**config.mk**
```make
export PLATFORM = sky130hd
export DESIGN_NAME = citl_cpu_flat
export DESIGN_NICKNAME = d
export VERILOG_FILES = /design/src/citl_pkg.sv /design/src/citl_if.sv /design/src/citl_cpu.sv /design/src/flat_wrapper.sv
export SDC_FILE = /design/constraint.sdc
export NUM_CORES = 1
export LEC_CHECK = 0
export ABC_AREA = 1
export BUFFER_PORTS_ARGS = -buffer_cell sky130_fd_sc_hd__buf_2
export CAP_MARGIN = 20
export CORE_MARGIN = 8
export CORE_UTILIZATION = 48
export CTS_CLUSTER_SIZE = 24
export DETAILED_ROUTE_END_ITERATION = 6
export PLACE_DENSITY = 0.82
export SLEW_MARGIN = 20
export SYNTH_ARGS = -nofsm -noshare
export SYNTH_HDL_FRONTEND = slang
export SYNTH_SLANG_ARGS = --single-unit
```
**constraint.sdc**
```tcl
create_clock -name sys_clk -period 1.85 [get_ports sys_clk]
set_clock_uncertainty 0.05 [all_clocks]
set_input_delay 0.37 -clock sys_clk [delete_from_list [all_inputs] [get_ports sys_clk]]
set_output_delay 0.37 -clock sys_clk [all_outputs]
set_load 0.05 [all_outputs]
```
**src/citl_pkg.sv**
```systemverilog
// constants, codes and state types of the interrupt and trap logic
package citl_pkg;
	localparam logic [31:0] ACK_MASTER_ADDR = 32'h0fff_fe00; // maskable acknowledge / eoi address
	localparam logic [31:0] NMI_ACK_ADDR    = 32'h0fff_ff00; // non-maskable acknowledge address
	localparam logic [4:0]  ST_ACK_MASTER   = 5'h04;         // interrupt acknowledge, master
	localparam logic [4:0]  ST_ACK_CASC     = 5'h05;         // interrupt acknowledge, cascaded
	localparam logic [4:0]  ST_EOI_MASTER   = 5'h06;         // end of interrupt, master
	localparam logic [4:0]  ST_EOI_CASC     = 5'h07;         // end of interrupt, cascaded
	localparam logic [4:0]  ST_TABLE_READ   = 5'h0a;         // cascade table data read
	localparam logic [4:0]  RESERVED_MODE   = 5'h13;         // reserved addressing encoding
	localparam int          SIGN_BIT        = 7;             // sign bit of a master vector
	localparam int          TBL_IDX_LSB     = 2;             // table entries are words
	localparam int          TBL_IDX_MSB     = 5;             // 16 entries below the base
	localparam int          TBL_DEPTH       = 16;            // cascaded units at most
	// vectors of each exception source
	localparam logic [7:0]  VEC_NONVEC      = 8'h00;
	localparam logic [7:0]  VEC_NMI         = 8'h01;
	localparam logic [7:0]  VEC_SLAVE       = 8'h03;
	localparam logic [7:0]  VEC_ILL         = 8'h04;
	localparam logic [7:0]  VEC_SVC         = 8'h05;
	localparam logic [7:0]  VEC_DVZ         = 8'h06;
	localparam logic [7:0]  VEC_FLG         = 8'h07;
	localparam logic [7:0]  VEC_BPT         = 8'h08;
	localparam logic [7:0]  VEC_TRC         = 8'h09;
	localparam logic [7:0]  VEC_UND         = 8'h0a;
	localparam logic [7:0]  VEC_OVF         = 8'h0d;
	localparam logic [7:0]  VEC_DBG         = 8'h0e;
	// bus sequencer states of the processor end
	typedef enum logic [6:0] {
		CITL_IDLE = 7'h01,
		CITL_MACK = 7'h02,
		CITL_TBL  = 7'h04,
		CITL_CACK = 7'h08,
		CITL_MEOI = 7'h10,
		CITL_ETBL = 7'h20,
		CITL_CEOI = 7'h40
	} citl_state_t;
endpackage : citl_pkg

```
**src/citl_if.sv**
```systemverilog
// link between the processor end and the interrupt control unit end
`timescale 1ns/1ns
`default_nettype none
interface citl_if;
	logic        int_n;       // maskable request, low active level
	logic        nmi_n;       // non-maskable request, falling edge
	logic        bus_req;     // special bus cycle requested
	logic [31:0] bus_addr;    // address of the cycle
	logic [4:0]  bus_status;  // status code of the cycle
	logic        bus_ack;     // one-cycle answer
	logic [31:0] bus_rdata;   // data read, valid with bus_ack
	modport cpu (input int_n, nmi_n, bus_ack, bus_rdata, output bus_req, bus_addr, bus_status);
	modport icu (output int_n, nmi_n, bus_ack, bus_rdata, input bus_req, bus_addr, bus_status);
endinterface : citl_if
`default_nettype wire

```
**src/citl_cpu.sv**
```systemverilog
// processor end: interrupt recognition, acknowledge and eoi cycles, trap detection
`timescale 1ns/1ns
`default_nettype none
module citl_cpu (
	input  wire logic        sys_clk,
	input  wire logic        reset_n,
	input  wire logic        clk_en,
	citl_if.cpu              link,
	input  wire logic        boundary,
	input  wire logic        instr_check,
	input  wire logic [31:0] instr_addr,
	input  wire logic [31:0] next_addr,
	input  wire logic [31:0] vector_table_base,
	input  wire logic        psr_load,
	input  wire logic        psr_ie_in,
	input  wire logic        set_config_instr,
	input  wire logic        set_config_vectored,
	input  wire logic        return_from_irq_instr,
	input  wire logic        return_from_trap_instr,
	input  wire logic        user_mode,
	input  wire logic        privileged_op,
	input  wire logic        svc_instr,
	input  wire logic        bpt_instr,
	input  wire logic        flag_instr,
	input  wire logic        psr_flag_bit,
	input  wire logic        int_divide_zero,
	input  wire logic        slave_exception,
	input  wire logic        undefined_opcode,
	input  wire logic        float_instr,
	input  wire logic        cfg_float_en,
	input  wire logic        custom_instr,
	input  wire logic        cfg_custom_en,
	input  wire logic [4:0]  gen_mode,
	input  wire logic        imm_not_read,
	input  wire logic        nested_scaled,
	input  wire logic        slave_undefined,
	input  wire logic        psr_ovf_en,
	input  wire logic        ovf_detected,
	input  wire logic        trace_pending,
	input  wire logic        debug_cond,
	input  wire logic        debug_request_n,
	input  wire logic        pc_match_after_wait,
	output logic             exc_valid,
	output logic [7:0]       exc_vector,
	output logic [31:0]      exc_ret_addr,
	output logic             psr_ie,
	output logic             cfg_vectored,
	output logic             busy
);
	citl_pkg::citl_state_t st_q, st_d;         // bus sequencer state
	logic        req_q, req_d;                 // special cycle request
	logic [31:0] addr_q, addr_d;               // cycle address
	logic [4:0]  stat_q, stat_d;               // cycle status code
	logic        nmi_prev_q, nmi_prev_d;       // last nmi level
	logic        nmi_pend_q, nmi_pend_d;       // latched nmi edge
	logic        ie_q, ie_d;                   // status interrupt enable
	logic        saved_ie_q, saved_ie_d;       // enable copy for return
	logic        vect_q, vect_d;               // vectored mode
	logic        in_nmi_q, in_nmi_d;           // acknowledge is for nmi
	logic [31:0] ret_q, ret_d;                 // pending return address
	logic        ev_q, ev_d;                   // exception taken pulse
	logic [7:0]  vec_q, vec_d;                 // exception vector
	logic [31:0] eret_q, eret_d;               // exception return address
	logic        nmi_fall;                     // falling edge seen this cycle
	logic        nmi_take;                     // nmi accepted this cycle
	logic        dbg_now;                      // debug trap wanted
	logic        und_now;                      // undefined instruction
	logic [7:0]  trap_vec;                     // selected trap vector
	logic        trap_any;                     // some trap raised

	// cascade table entry address from a negative master vector
	function automatic logic [31:0] tbl_addr(input logic [31:0] base, input logic [7:0] idx);
		tbl_addr = base + {{22{idx[citl_pkg::SIGN_BIT]}}, idx, 2'b00};
	endfunction : tbl_addr

	// trap decode, prioritised instruction traps with undefined first, overflow last
	always_comb begin
		und_now = undefined_opcode | (float_instr & ~cfg_float_en)
			| (custom_instr & ~cfg_custom_en) | (gen_mode == citl_pkg::RESERVED_MODE)
			| imm_not_read | nested_scaled | slave_undefined;
		trap_any = 1'b1;
		if (und_now) begin
			trap_vec = citl_pkg::VEC_UND;
		end else if (privileged_op & user_mode) begin
			trap_vec = citl_pkg::VEC_ILL;
		end else if (svc_instr) begin
			trap_vec = citl_pkg::VEC_SVC;
		end else if (bpt_instr) begin
			trap_vec = citl_pkg::VEC_BPT;
		end else if (flag_instr & psr_flag_bit) begin
			trap_vec = citl_pkg::VEC_FLG;
		end else if (int_divide_zero) begin
			trap_vec = citl_pkg::VEC_DVZ;
		end else if (slave_exception) begin
			trap_vec = citl_pkg::VEC_SLAVE;
		end else if (psr_ovf_en & ovf_detected) begin
			trap_vec = citl_pkg::VEC_OVF;
		end else begin
			trap_vec = citl_pkg::VEC_NONVEC;
			trap_any = 1'b0;
		end
	end

	// recognition and bus sequencing, next values
	always_comb begin
		st_d       = st_q;
		req_d      = req_q;
		addr_d     = addr_q;
		stat_d     = stat_q;
		ie_d       = ie_q;
		saved_ie_d = saved_ie_q;
		vect_d     = vect_q;
		in_nmi_d   = in_nmi_q;
		ret_d      = ret_q;
		ev_d       = 1'b0;
		vec_d      = vec_q;
		eret_d     = eret_q;
		nmi_take   = 1'b0;
		nmi_prev_d = link.nmi_n;
		nmi_fall   = nmi_prev_q & ~link.nmi_n;
		dbg_now    = pc_match_after_wait | (boundary & (debug_cond | ~debug_request_n));
		if (psr_load) begin
			ie_d = psr_ie_in;
		end
		if (set_config_instr) begin
			vect_d = set_config_vectored;
		end
		unique case (st_q)
			citl_pkg::CITL_IDLE: begin
				if (return_from_irq_instr) begin
					ie_d   = saved_ie_q;
					req_d  = 1'b1;
					addr_d = citl_pkg::ACK_MASTER_ADDR;
					stat_d = citl_pkg::ST_EOI_MASTER;
					st_d   = citl_pkg::CITL_MEOI;
				end else if (return_from_trap_instr) begin
					ie_d = saved_ie_q;
				end else if (dbg_now) begin
					saved_ie_d = ie_d;
					ie_d       = 1'b0;
					ev_d       = 1'b1;
					vec_d      = citl_pkg::VEC_DBG;
					eret_d     = next_addr;
				end else if (boundary & nmi_pend_q) begin
					nmi_take   = 1'b1;
					saved_ie_d = ie_d;
					ie_d       = 1'b0;
					in_nmi_d   = 1'b1;
					ret_d      = next_addr;
					req_d      = 1'b1;
					addr_d     = citl_pkg::NMI_ACK_ADDR;
					stat_d     = citl_pkg::ST_ACK_MASTER;
					st_d       = citl_pkg::CITL_MACK;
				end else if (boundary & ie_q & ~link.int_n) begin
					saved_ie_d = ie_d;
					ie_d       = 1'b0;
					in_nmi_d   = 1'b0;
					ret_d      = next_addr;
					req_d      = 1'b1;
					addr_d     = citl_pkg::ACK_MASTER_ADDR;
					stat_d     = citl_pkg::ST_ACK_MASTER;
					st_d       = citl_pkg::CITL_MACK;
				end else if (boundary & trace_pending) begin
					ev_d   = 1'b1;
					vec_d  = citl_pkg::VEC_TRC;
					eret_d = next_addr;
				end else if (instr_check & trap_any) begin
					ev_d   = 1'b1;
					vec_d  = trap_vec;
					eret_d = instr_addr;
				end
			end
			citl_pkg::CITL_MACK: begin
				if (link.bus_ack) begin
					req_d = 1'b0;
					if (in_nmi_q) begin
						ev_d  = 1'b1;
						vec_d = citl_pkg::VEC_NMI;
						eret_d = ret_q;
						st_d  = citl_pkg::CITL_IDLE;
					end else if (!vect_q) begin
						ev_d  = 1'b1;
						vec_d = citl_pkg::VEC_NONVEC;
						eret_d = ret_q;
						st_d  = citl_pkg::CITL_IDLE;
					end else if (link.bus_rdata[citl_pkg::SIGN_BIT]) begin
						req_d  = 1'b1;
						addr_d = tbl_addr(vector_table_base, link.bus_rdata[7:0]);
						stat_d = citl_pkg::ST_TABLE_READ;
						st_d   = citl_pkg::CITL_TBL;
					end else begin
						ev_d  = 1'b1;
						vec_d = link.bus_rdata[7:0];
						eret_d = ret_q;
						st_d  = citl_pkg::CITL_IDLE;
					end
				end
			end
			citl_pkg::CITL_TBL: begin
				if (link.bus_ack) begin
					addr_d = link.bus_rdata;
					stat_d = citl_pkg::ST_ACK_CASC;
					st_d   = citl_pkg::CITL_CACK;
				end
			end
			citl_pkg::CITL_CACK: begin
				if (link.bus_ack) begin
					req_d  = 1'b0;
					ev_d   = 1'b1;
					vec_d  = link.bus_rdata[7:0];
					eret_d = ret_q;
					st_d   = citl_pkg::CITL_IDLE;
				end
			end
			citl_pkg::CITL_MEOI: begin
				if (link.bus_ack) begin
					if (link.bus_rdata[citl_pkg::SIGN_BIT]) begin
						addr_d = tbl_addr(vector_table_base, link.bus_rdata[7:0]);
						stat_d = citl_pkg::ST_TABLE_READ;
						st_d   = citl_pkg::CITL_ETBL;
					end else begin
						req_d = 1'b0;
						st_d  = citl_pkg::CITL_IDLE;
					end
				end
			end
			citl_pkg::CITL_ETBL: begin
				if (link.bus_ack) begin
					addr_d = link.bus_rdata;
					stat_d = citl_pkg::ST_EOI_CASC;
					st_d   = citl_pkg::CITL_CEOI;
				end
			end
			citl_pkg::CITL_CEOI: begin
				if (link.bus_ack) begin
					req_d = 1'b0;
					st_d  = citl_pkg::CITL_IDLE;
				end
			end
			default: begin
				req_d = 1'b0;
				st_d  = citl_pkg::CITL_IDLE;
			end
		endcase
		nmi_pend_d = nmi_fall | (nmi_pend_q & ~nmi_take);
	end

	// registers, frozen while clk_en is low
	always_ff @(posedge sys_clk or negedge reset_n) begin
		if (!reset_n) begin
			st_q       <= citl_pkg::CITL_IDLE;
			req_q      <= 1'b0;
			addr_q     <= 32'h0000_0000;
			stat_q     <= 5'h00;
			nmi_prev_q <= 1'b1;
			nmi_pend_q <= 1'b0;
			ie_q       <= 1'b0;
			saved_ie_q <= 1'b0;
			vect_q     <= 1'b0;
			in_nmi_q   <= 1'b0;
			ret_q      <= 32'h0000_0000;
			ev_q       <= 1'b0;
			vec_q      <= 8'h00;
			eret_q     <= 32'h0000_0000;
		end else if (clk_en) begin
			st_q       <= st_d;
			req_q      <= req_d;
			addr_q     <= addr_d;
			stat_q     <= stat_d;
			nmi_prev_q <= nmi_prev_d;
			nmi_pend_q <= nmi_pend_d;
			ie_q       <= ie_d;
			saved_ie_q <= saved_ie_d;
			vect_q     <= vect_d;
			in_nmi_q   <= in_nmi_d;
			ret_q      <= ret_d;
			ev_q       <= ev_d;
			vec_q      <= vec_d;
			eret_q     <= eret_d;
		end
	end

	// outputs straight from flops
	assign link.bus_req    = req_q;
	assign link.bus_addr   = addr_q;
	assign link.bus_status = stat_q;
	assign exc_valid       = ev_q;
	assign exc_vector      = vec_q;
	assign exc_ret_addr    = eret_q;
	assign psr_ie          = ie_q;
	assign cfg_vectored    = vect_q;
	assign busy            = req_q;
endmodule : citl_cpu
`default_nettype wire

```
**src/flat_wrapper.sv**
```systemverilog
// flat-port wrapper written by rule: the top's interface ports become plain ports
module citl_cpu_flat 
  (sys_clk, reset_n, clk_en, boundary, instr_check, instr_addr, next_addr, vector_table_base, psr_load, psr_ie_in, set_config_instr, set_config_vectored, return_from_irq_instr, return_from_trap_instr, user_mode, privileged_op, svc_instr, bpt_instr, flag_instr, psr_flag_bit, int_divide_zero, slave_exception, undefined_opcode, float_instr, cfg_float_en, custom_instr, cfg_custom_en, gen_mode, imm_not_read, nested_scaled, slave_undefined, psr_ovf_en, ovf_detected, trace_pending, debug_cond, debug_request_n, pc_match_after_wait, exc_valid, exc_vector, exc_ret_addr, psr_ie, cfg_vectored, busy, link_int_n, link_nmi_n, link_bus_ack, link_bus_rdata, link_bus_req, link_bus_addr, link_bus_status);
  citl_if link_i ();
  input  wire logic sys_clk;
  input  wire logic reset_n;
  input  wire logic clk_en;
  input  wire logic boundary;
  input  wire logic instr_check;
  input  wire logic [31:0] instr_addr;
  input  wire logic [31:0] next_addr;
  input  wire logic [31:0] vector_table_base;
  input  wire logic psr_load;
  input  wire logic psr_ie_in;
  input  wire logic set_config_instr;
  input  wire logic set_config_vectored;
  input  wire logic return_from_irq_instr;
  input  wire logic return_from_trap_instr;
  input  wire logic user_mode;
  input  wire logic privileged_op;
  input  wire logic svc_instr;
  input  wire logic bpt_instr;
  input  wire logic flag_instr;
  input  wire logic psr_flag_bit;
  input  wire logic int_divide_zero;
  input  wire logic slave_exception;
  input  wire logic undefined_opcode;
  input  wire logic float_instr;
  input  wire logic cfg_float_en;
  input  wire logic custom_instr;
  input  wire logic cfg_custom_en;
  input  wire logic [4:0] gen_mode;
  input  wire logic imm_not_read;
  input  wire logic nested_scaled;
  input  wire logic slave_undefined;
  input  wire logic psr_ovf_en;
  input  wire logic ovf_detected;
  input  wire logic trace_pending;
  input  wire logic debug_cond;
  input  wire logic debug_request_n;
  input  wire logic pc_match_after_wait;
  output logic exc_valid;
  output logic [7:0] exc_vector;
  output logic [31:0] exc_ret_addr;
  output logic psr_ie;
  output logic cfg_vectored;
  output logic busy;
  input wire logic [$bits(link_i.int_n)-1:0] link_int_n;
  input wire logic [$bits(link_i.nmi_n)-1:0] link_nmi_n;
  input wire logic [$bits(link_i.bus_ack)-1:0] link_bus_ack;
  input wire logic [$bits(link_i.bus_rdata)-1:0] link_bus_rdata;
  output wire logic [$bits(link_i.bus_req)-1:0] link_bus_req;
  output wire logic [$bits(link_i.bus_addr)-1:0] link_bus_addr;
  output wire logic [$bits(link_i.bus_status)-1:0] link_bus_status;
  assign link_i.int_n = link_int_n;
  assign link_i.nmi_n = link_nmi_n;
  assign link_i.bus_ack = link_bus_ack;
  assign link_i.bus_rdata = link_bus_rdata;
  assign link_bus_req = link_i.bus_req;
  assign link_bus_addr = link_i.bus_addr;
  assign link_bus_status = link_i.bus_status;
  citl_cpu u_core (.sys_clk(sys_clk), .reset_n(reset_n), .clk_en(clk_en), .link(link_i), .boundary(boundary), .instr_check(instr_check), .instr_addr(instr_addr), .next_addr(next_addr), .vector_table_base(vector_table_base), .psr_load(psr_load), .psr_ie_in(psr_ie_in), .set_config_instr(set_config_instr), .set_config_vectored(set_config_vectored), .return_from_irq_instr(return_from_irq_instr), .return_from_trap_instr(return_from_trap_instr), .user_mode(user_mode), .privileged_op(privileged_op), .svc_instr(svc_instr), .bpt_instr(bpt_instr), .flag_instr(flag_instr), .psr_flag_bit(psr_flag_bit), .int_divide_zero(int_divide_zero), .slave_exception(slave_exception), .undefined_opcode(undefined_opcode), .float_instr(float_instr), .cfg_float_en(cfg_float_en), .custom_instr(custom_instr), .cfg_custom_en(cfg_custom_en), .gen_mode(gen_mode), .imm_not_read(imm_not_read), .nested_scaled(nested_scaled), .slave_undefined(slave_undefined), .psr_ovf_en(psr_ovf_en), .ovf_detected(ovf_detected), .trace_pending(trace_pending), .debug_cond(debug_cond), .debug_request_n(debug_request_n), .pc_match_after_wait(pc_match_after_wait), .exc_valid(exc_valid), .exc_vector(exc_vector), .exc_ret_addr(exc_ret_addr), .psr_ie(psr_ie), .cfg_vectored(cfg_vectored), .busy(busy));
endmodule
```
==> results_dict.tcl <==
set metrics [dict create \
    ant_nets 0 \
    drt_wl_total_mm 39.2 \
    dr.pass1.iters 7 \
    antenna_found_initial 0 \
    final_nets 1879 \
    required_ns 2.10 \
    synth_seq_cells 123 \
    gp_congestion 0.982 \
    synthCells 1224 \
    drive_gt1_frac 0.421 \
    synth-edff-count 0 \
    cts_inserted_buffers 17 \
    track_usage 0.308 \
    insertion_delay_ns 0.44 \
    ys_async_sr_fraction 1.00 \
    dp_hpwl_mm 24.7 \
    ir_worst_vdd_mv 1.03 \
    boundaryPins 251 \
    cts_sinks 123 \
    grt_max_degree 83 \
    initial_core_util 0.488 \
    hp-class "primary input to flop" \
    critical-path-slowest-cell "dfrtp_2" \
    dr_total_vias 10982 \
    clk_pin_slew_worst_paths_ns 0.06 \
    finalHoldViolCount 0 \
    clockRootBuffer "clkbuf_16" \
    pre_cts_ws_ns -0.503 \
    yosys.cell_types.count 48 \
    drv_slew 0 \
    min_period_ns 2.34 \
    drcViolationCount 4 \
    layout_commonest_cell "nand2_1" \
    viasPerCell 5.73 \
    crit_chain "nor3_4 -> buf_4 -> nand2_4 -> buf_6 -> buf_4 -> nand2_4 -> buf_4 -> inv_1 -> buf_4 -> o21ai_0 -> o21ai_1" \
    power_frac_comb 0.595 \
    die_h_um 148 \
    power.internal_mw 10.5 \
    drt_iter0_markers 1072 \
    areaGrowthSynthToFinish_pct 59.8 \
    synth_area_per_cell_um2 6.84 \
    n_antenna_cell 0 \
    grt_first_pass_wirelength_mm 53.6 \
    crit_fanout 15 \
    min_period_over_period 1.26 \
    p_sw_mw 9.49 \
    clockPowerShare 0.176 \
    dpl_cell_area_um2 11100 \
    finalInstanceArea_um2 13400 \
    swShare 0.475 \
    p_leak_nw 7.19 \
    worst_setup_path_start_kind "flop" \
    max-cap-violations 0 \
    criticalPathCategory "flop to flop" \
    violations "DRC, setup timing" \
    mostFrequentLayoutCells "nand2_1, buf_2, buf_4" \
    cts_tree "yes" \
    cpMostUsedCell "buf_4" \
    core_um2 17200 \
    syn_area_um2 8380 \
    grt_pass1_vias 10329 \
    cts.path.max_buffers 2 \
    end_kind "flop" \
    power_mw 20.0 \
    power_density_nw_per_um2 1490 \
    cts_max_level 4 \
    fin_ws_ns -0.487 \
    synth_nets 1423 \
    grt_overflow 0 \
    portBuffers 249 \
    status "finished, violations left" \
    p_seq_frac 0.229 \
    max_stage_delay_ns 0.46 \
    die_area_um2 21900 \
    dieWidth_um 148 \
    synth_flop_cell "dfrtp_1" \
    cp.arrival_ns 2.59 \
    wl_per_cell_um 20.4 \
    rsz0062_at_grt "true" \
    nFillCells 1167 \
    num_rows 48 \
    seq_area_frac_synth 0.368 \
    setup_violations 119 \
    fmax_mhz 428 \
    yosysWarningCount 0 \
]
[routing by layer]
| metal | share of wire | track usage | vias up |
|---|---|---|---|
| met4 | 0.063 | 0.153 | 0 |
| met5 | 0 | 0 | - |
| met2 | 0.48 | 0.528 | 826 |
| met3 | 0.10 | 0.0638 | 202 |
| met1 | 0.35 | 0.360 | 5072 |
| li1 | - | - | 4882 |
[repair_timing]
item / CTS / global route
endpoints found under the hold margin: 4 / 0
hold buffers: 1 / 0
pin swaps: 16 / 41
gates cloned: 7 / 10
endpoints found under the setup margin: 118 / 119
setup buffers: 24 / 35
resized for setup: 105 / 181
[worst paths after layout]
| path | from | end | slack [ns] | cells past startpoint |
|---|---|---|---|---|
| min reg2reg | u_core.link.bus_addr[4] | u_core.link.bus_addr[4] | 0.43 | 2 |
| max reg2reg | u_core.st_q[6] | u_core.exc_ret_addr[12] | -0.49 | 11 |
| max in group asynchronous | reset_n | u_core.st_q[0] | 0.83 | 3 |
| min in group asynchronous | reset_n | u_core.ret_q[21] | 0.24 | 2 |
| max | u_core.st_q[6] | u_core.exc_ret_addr[12] | -0.49 | 11 |
| min | set_config_instr | u_core.cfg_vectored | 0.08 | 2 |
[critical path, delay by kind of cell, from the launching register on]
kind / cells / cell delay (ns)
flip-flops: 1 / 0.46
AO/OA/AOI/OAI: 2 / 0.38
buffers and inverters: 6 / 0.91
AND/OR/NAND/NOR: 3 / 0.40
[power by group through the flow]
stage          Clock [mW]  Sequential, mW  Combinational [mW]
2_1_floorplan           0            6.62                3.24
3_3_place_gp            0            4.36                8.38
3_5_place_dp            0            4.40                8.54
4_1_cts              3.48            4.41                9.79
5_1_grt              3.61            4.65                12.4
6_report             3.51            4.57                11.9
[cells in the mapped netlist, types with 4 or more instances]
cell type / instances / share of area
nand2_1: 423 / 0.19
nor2_1: 127 / 0.057
inv_1: 126 / 0.056
dfrtp_1: 121 / 0.36
a21oi_1: 80 / 0.048
o21ai_0: 79 / 0.047
nand3_1: 57 / 0.034
mux2_2: 32 / 0.043
ha_1: 29 / 0.043
o21ai_1: 24 / 0.014
clkbuf_1: 20 / 0.0090
nand4_1: 14 / 0.010
nor3_1: 13 / 0.0078
buf_2: 9 / 0.0054
o21ai_2: 6 / 0.0063
nand2_2: 5 / 0.0037
nor2_2: 5 / 0.0037
a22o_1: 4 / 0.0042
buf_4: 4 / 0.0036
xnor2_1: 4 / 0.0042
[flip-flops by register name, summed over array words and instances, names as in the netlist, 4 cells and up]
| register | flops |
|---|---|
| u_core.exc_ret_addr | 32 |
| u_core.exc_vector | 8 |
| u_core.link.bus_addr | 32 |
| u_core.link.bus_status | 4 |
| u_core.ret_q | 32 |
| u_core.st_q | 7 |
[kinds of logic (layout without fill, tap and decap cells)]
family / count (synthesis) / after routing / share of synthesized area
buffers and inverters: 166 / 632 / 0.0802
and+or+nand+nor: 661 / 662 / 0.325
xor gates and xnor gates: 5 / 5 / 0.00523
other: 1 / 1 / 0.000448
DFF: 123 / 123 / 0.368
AOI/OAI and AO/OA: 205 / 205 / 0.132
muxes: 33 / 33 / 0.0442
adders and majority gates: 30 / 30 / 0.0457
[stage by stage]
stage / setup TNS (ns) / hold slack (ns) / util / instances
finish: -41.53 / 0.0836 / 0.780 / 1916
global route: -49.21 / 0.0942 / 0.780 / 1916
CTS: -22.37 / 0.0792 / 0.721 / 1877
detailed placement: -28.86 / 0.137 / 0.648 / 1815
global placement: -27.77 / 0.135 / 0.648 / 1815
floorplan: -1.07 / 0.0244 / - / 1224
[area by class of cell]
cell class / instances / area [um^2] / area share
clock buffers: 20 / 447 / 0.0334
well taps: 225 / 282 / 0.0210
flip-flops and latches: 123 / 3090 / 0.231
multi-input cells: 936 / 5370 / 0.401
clock inverters: 10 / 143 / 0.0107
repair buffers: 475 / 3570 / 0.267
inverters: 127 / 490 / 0.0366
Power figures use the tool's default switching activity.
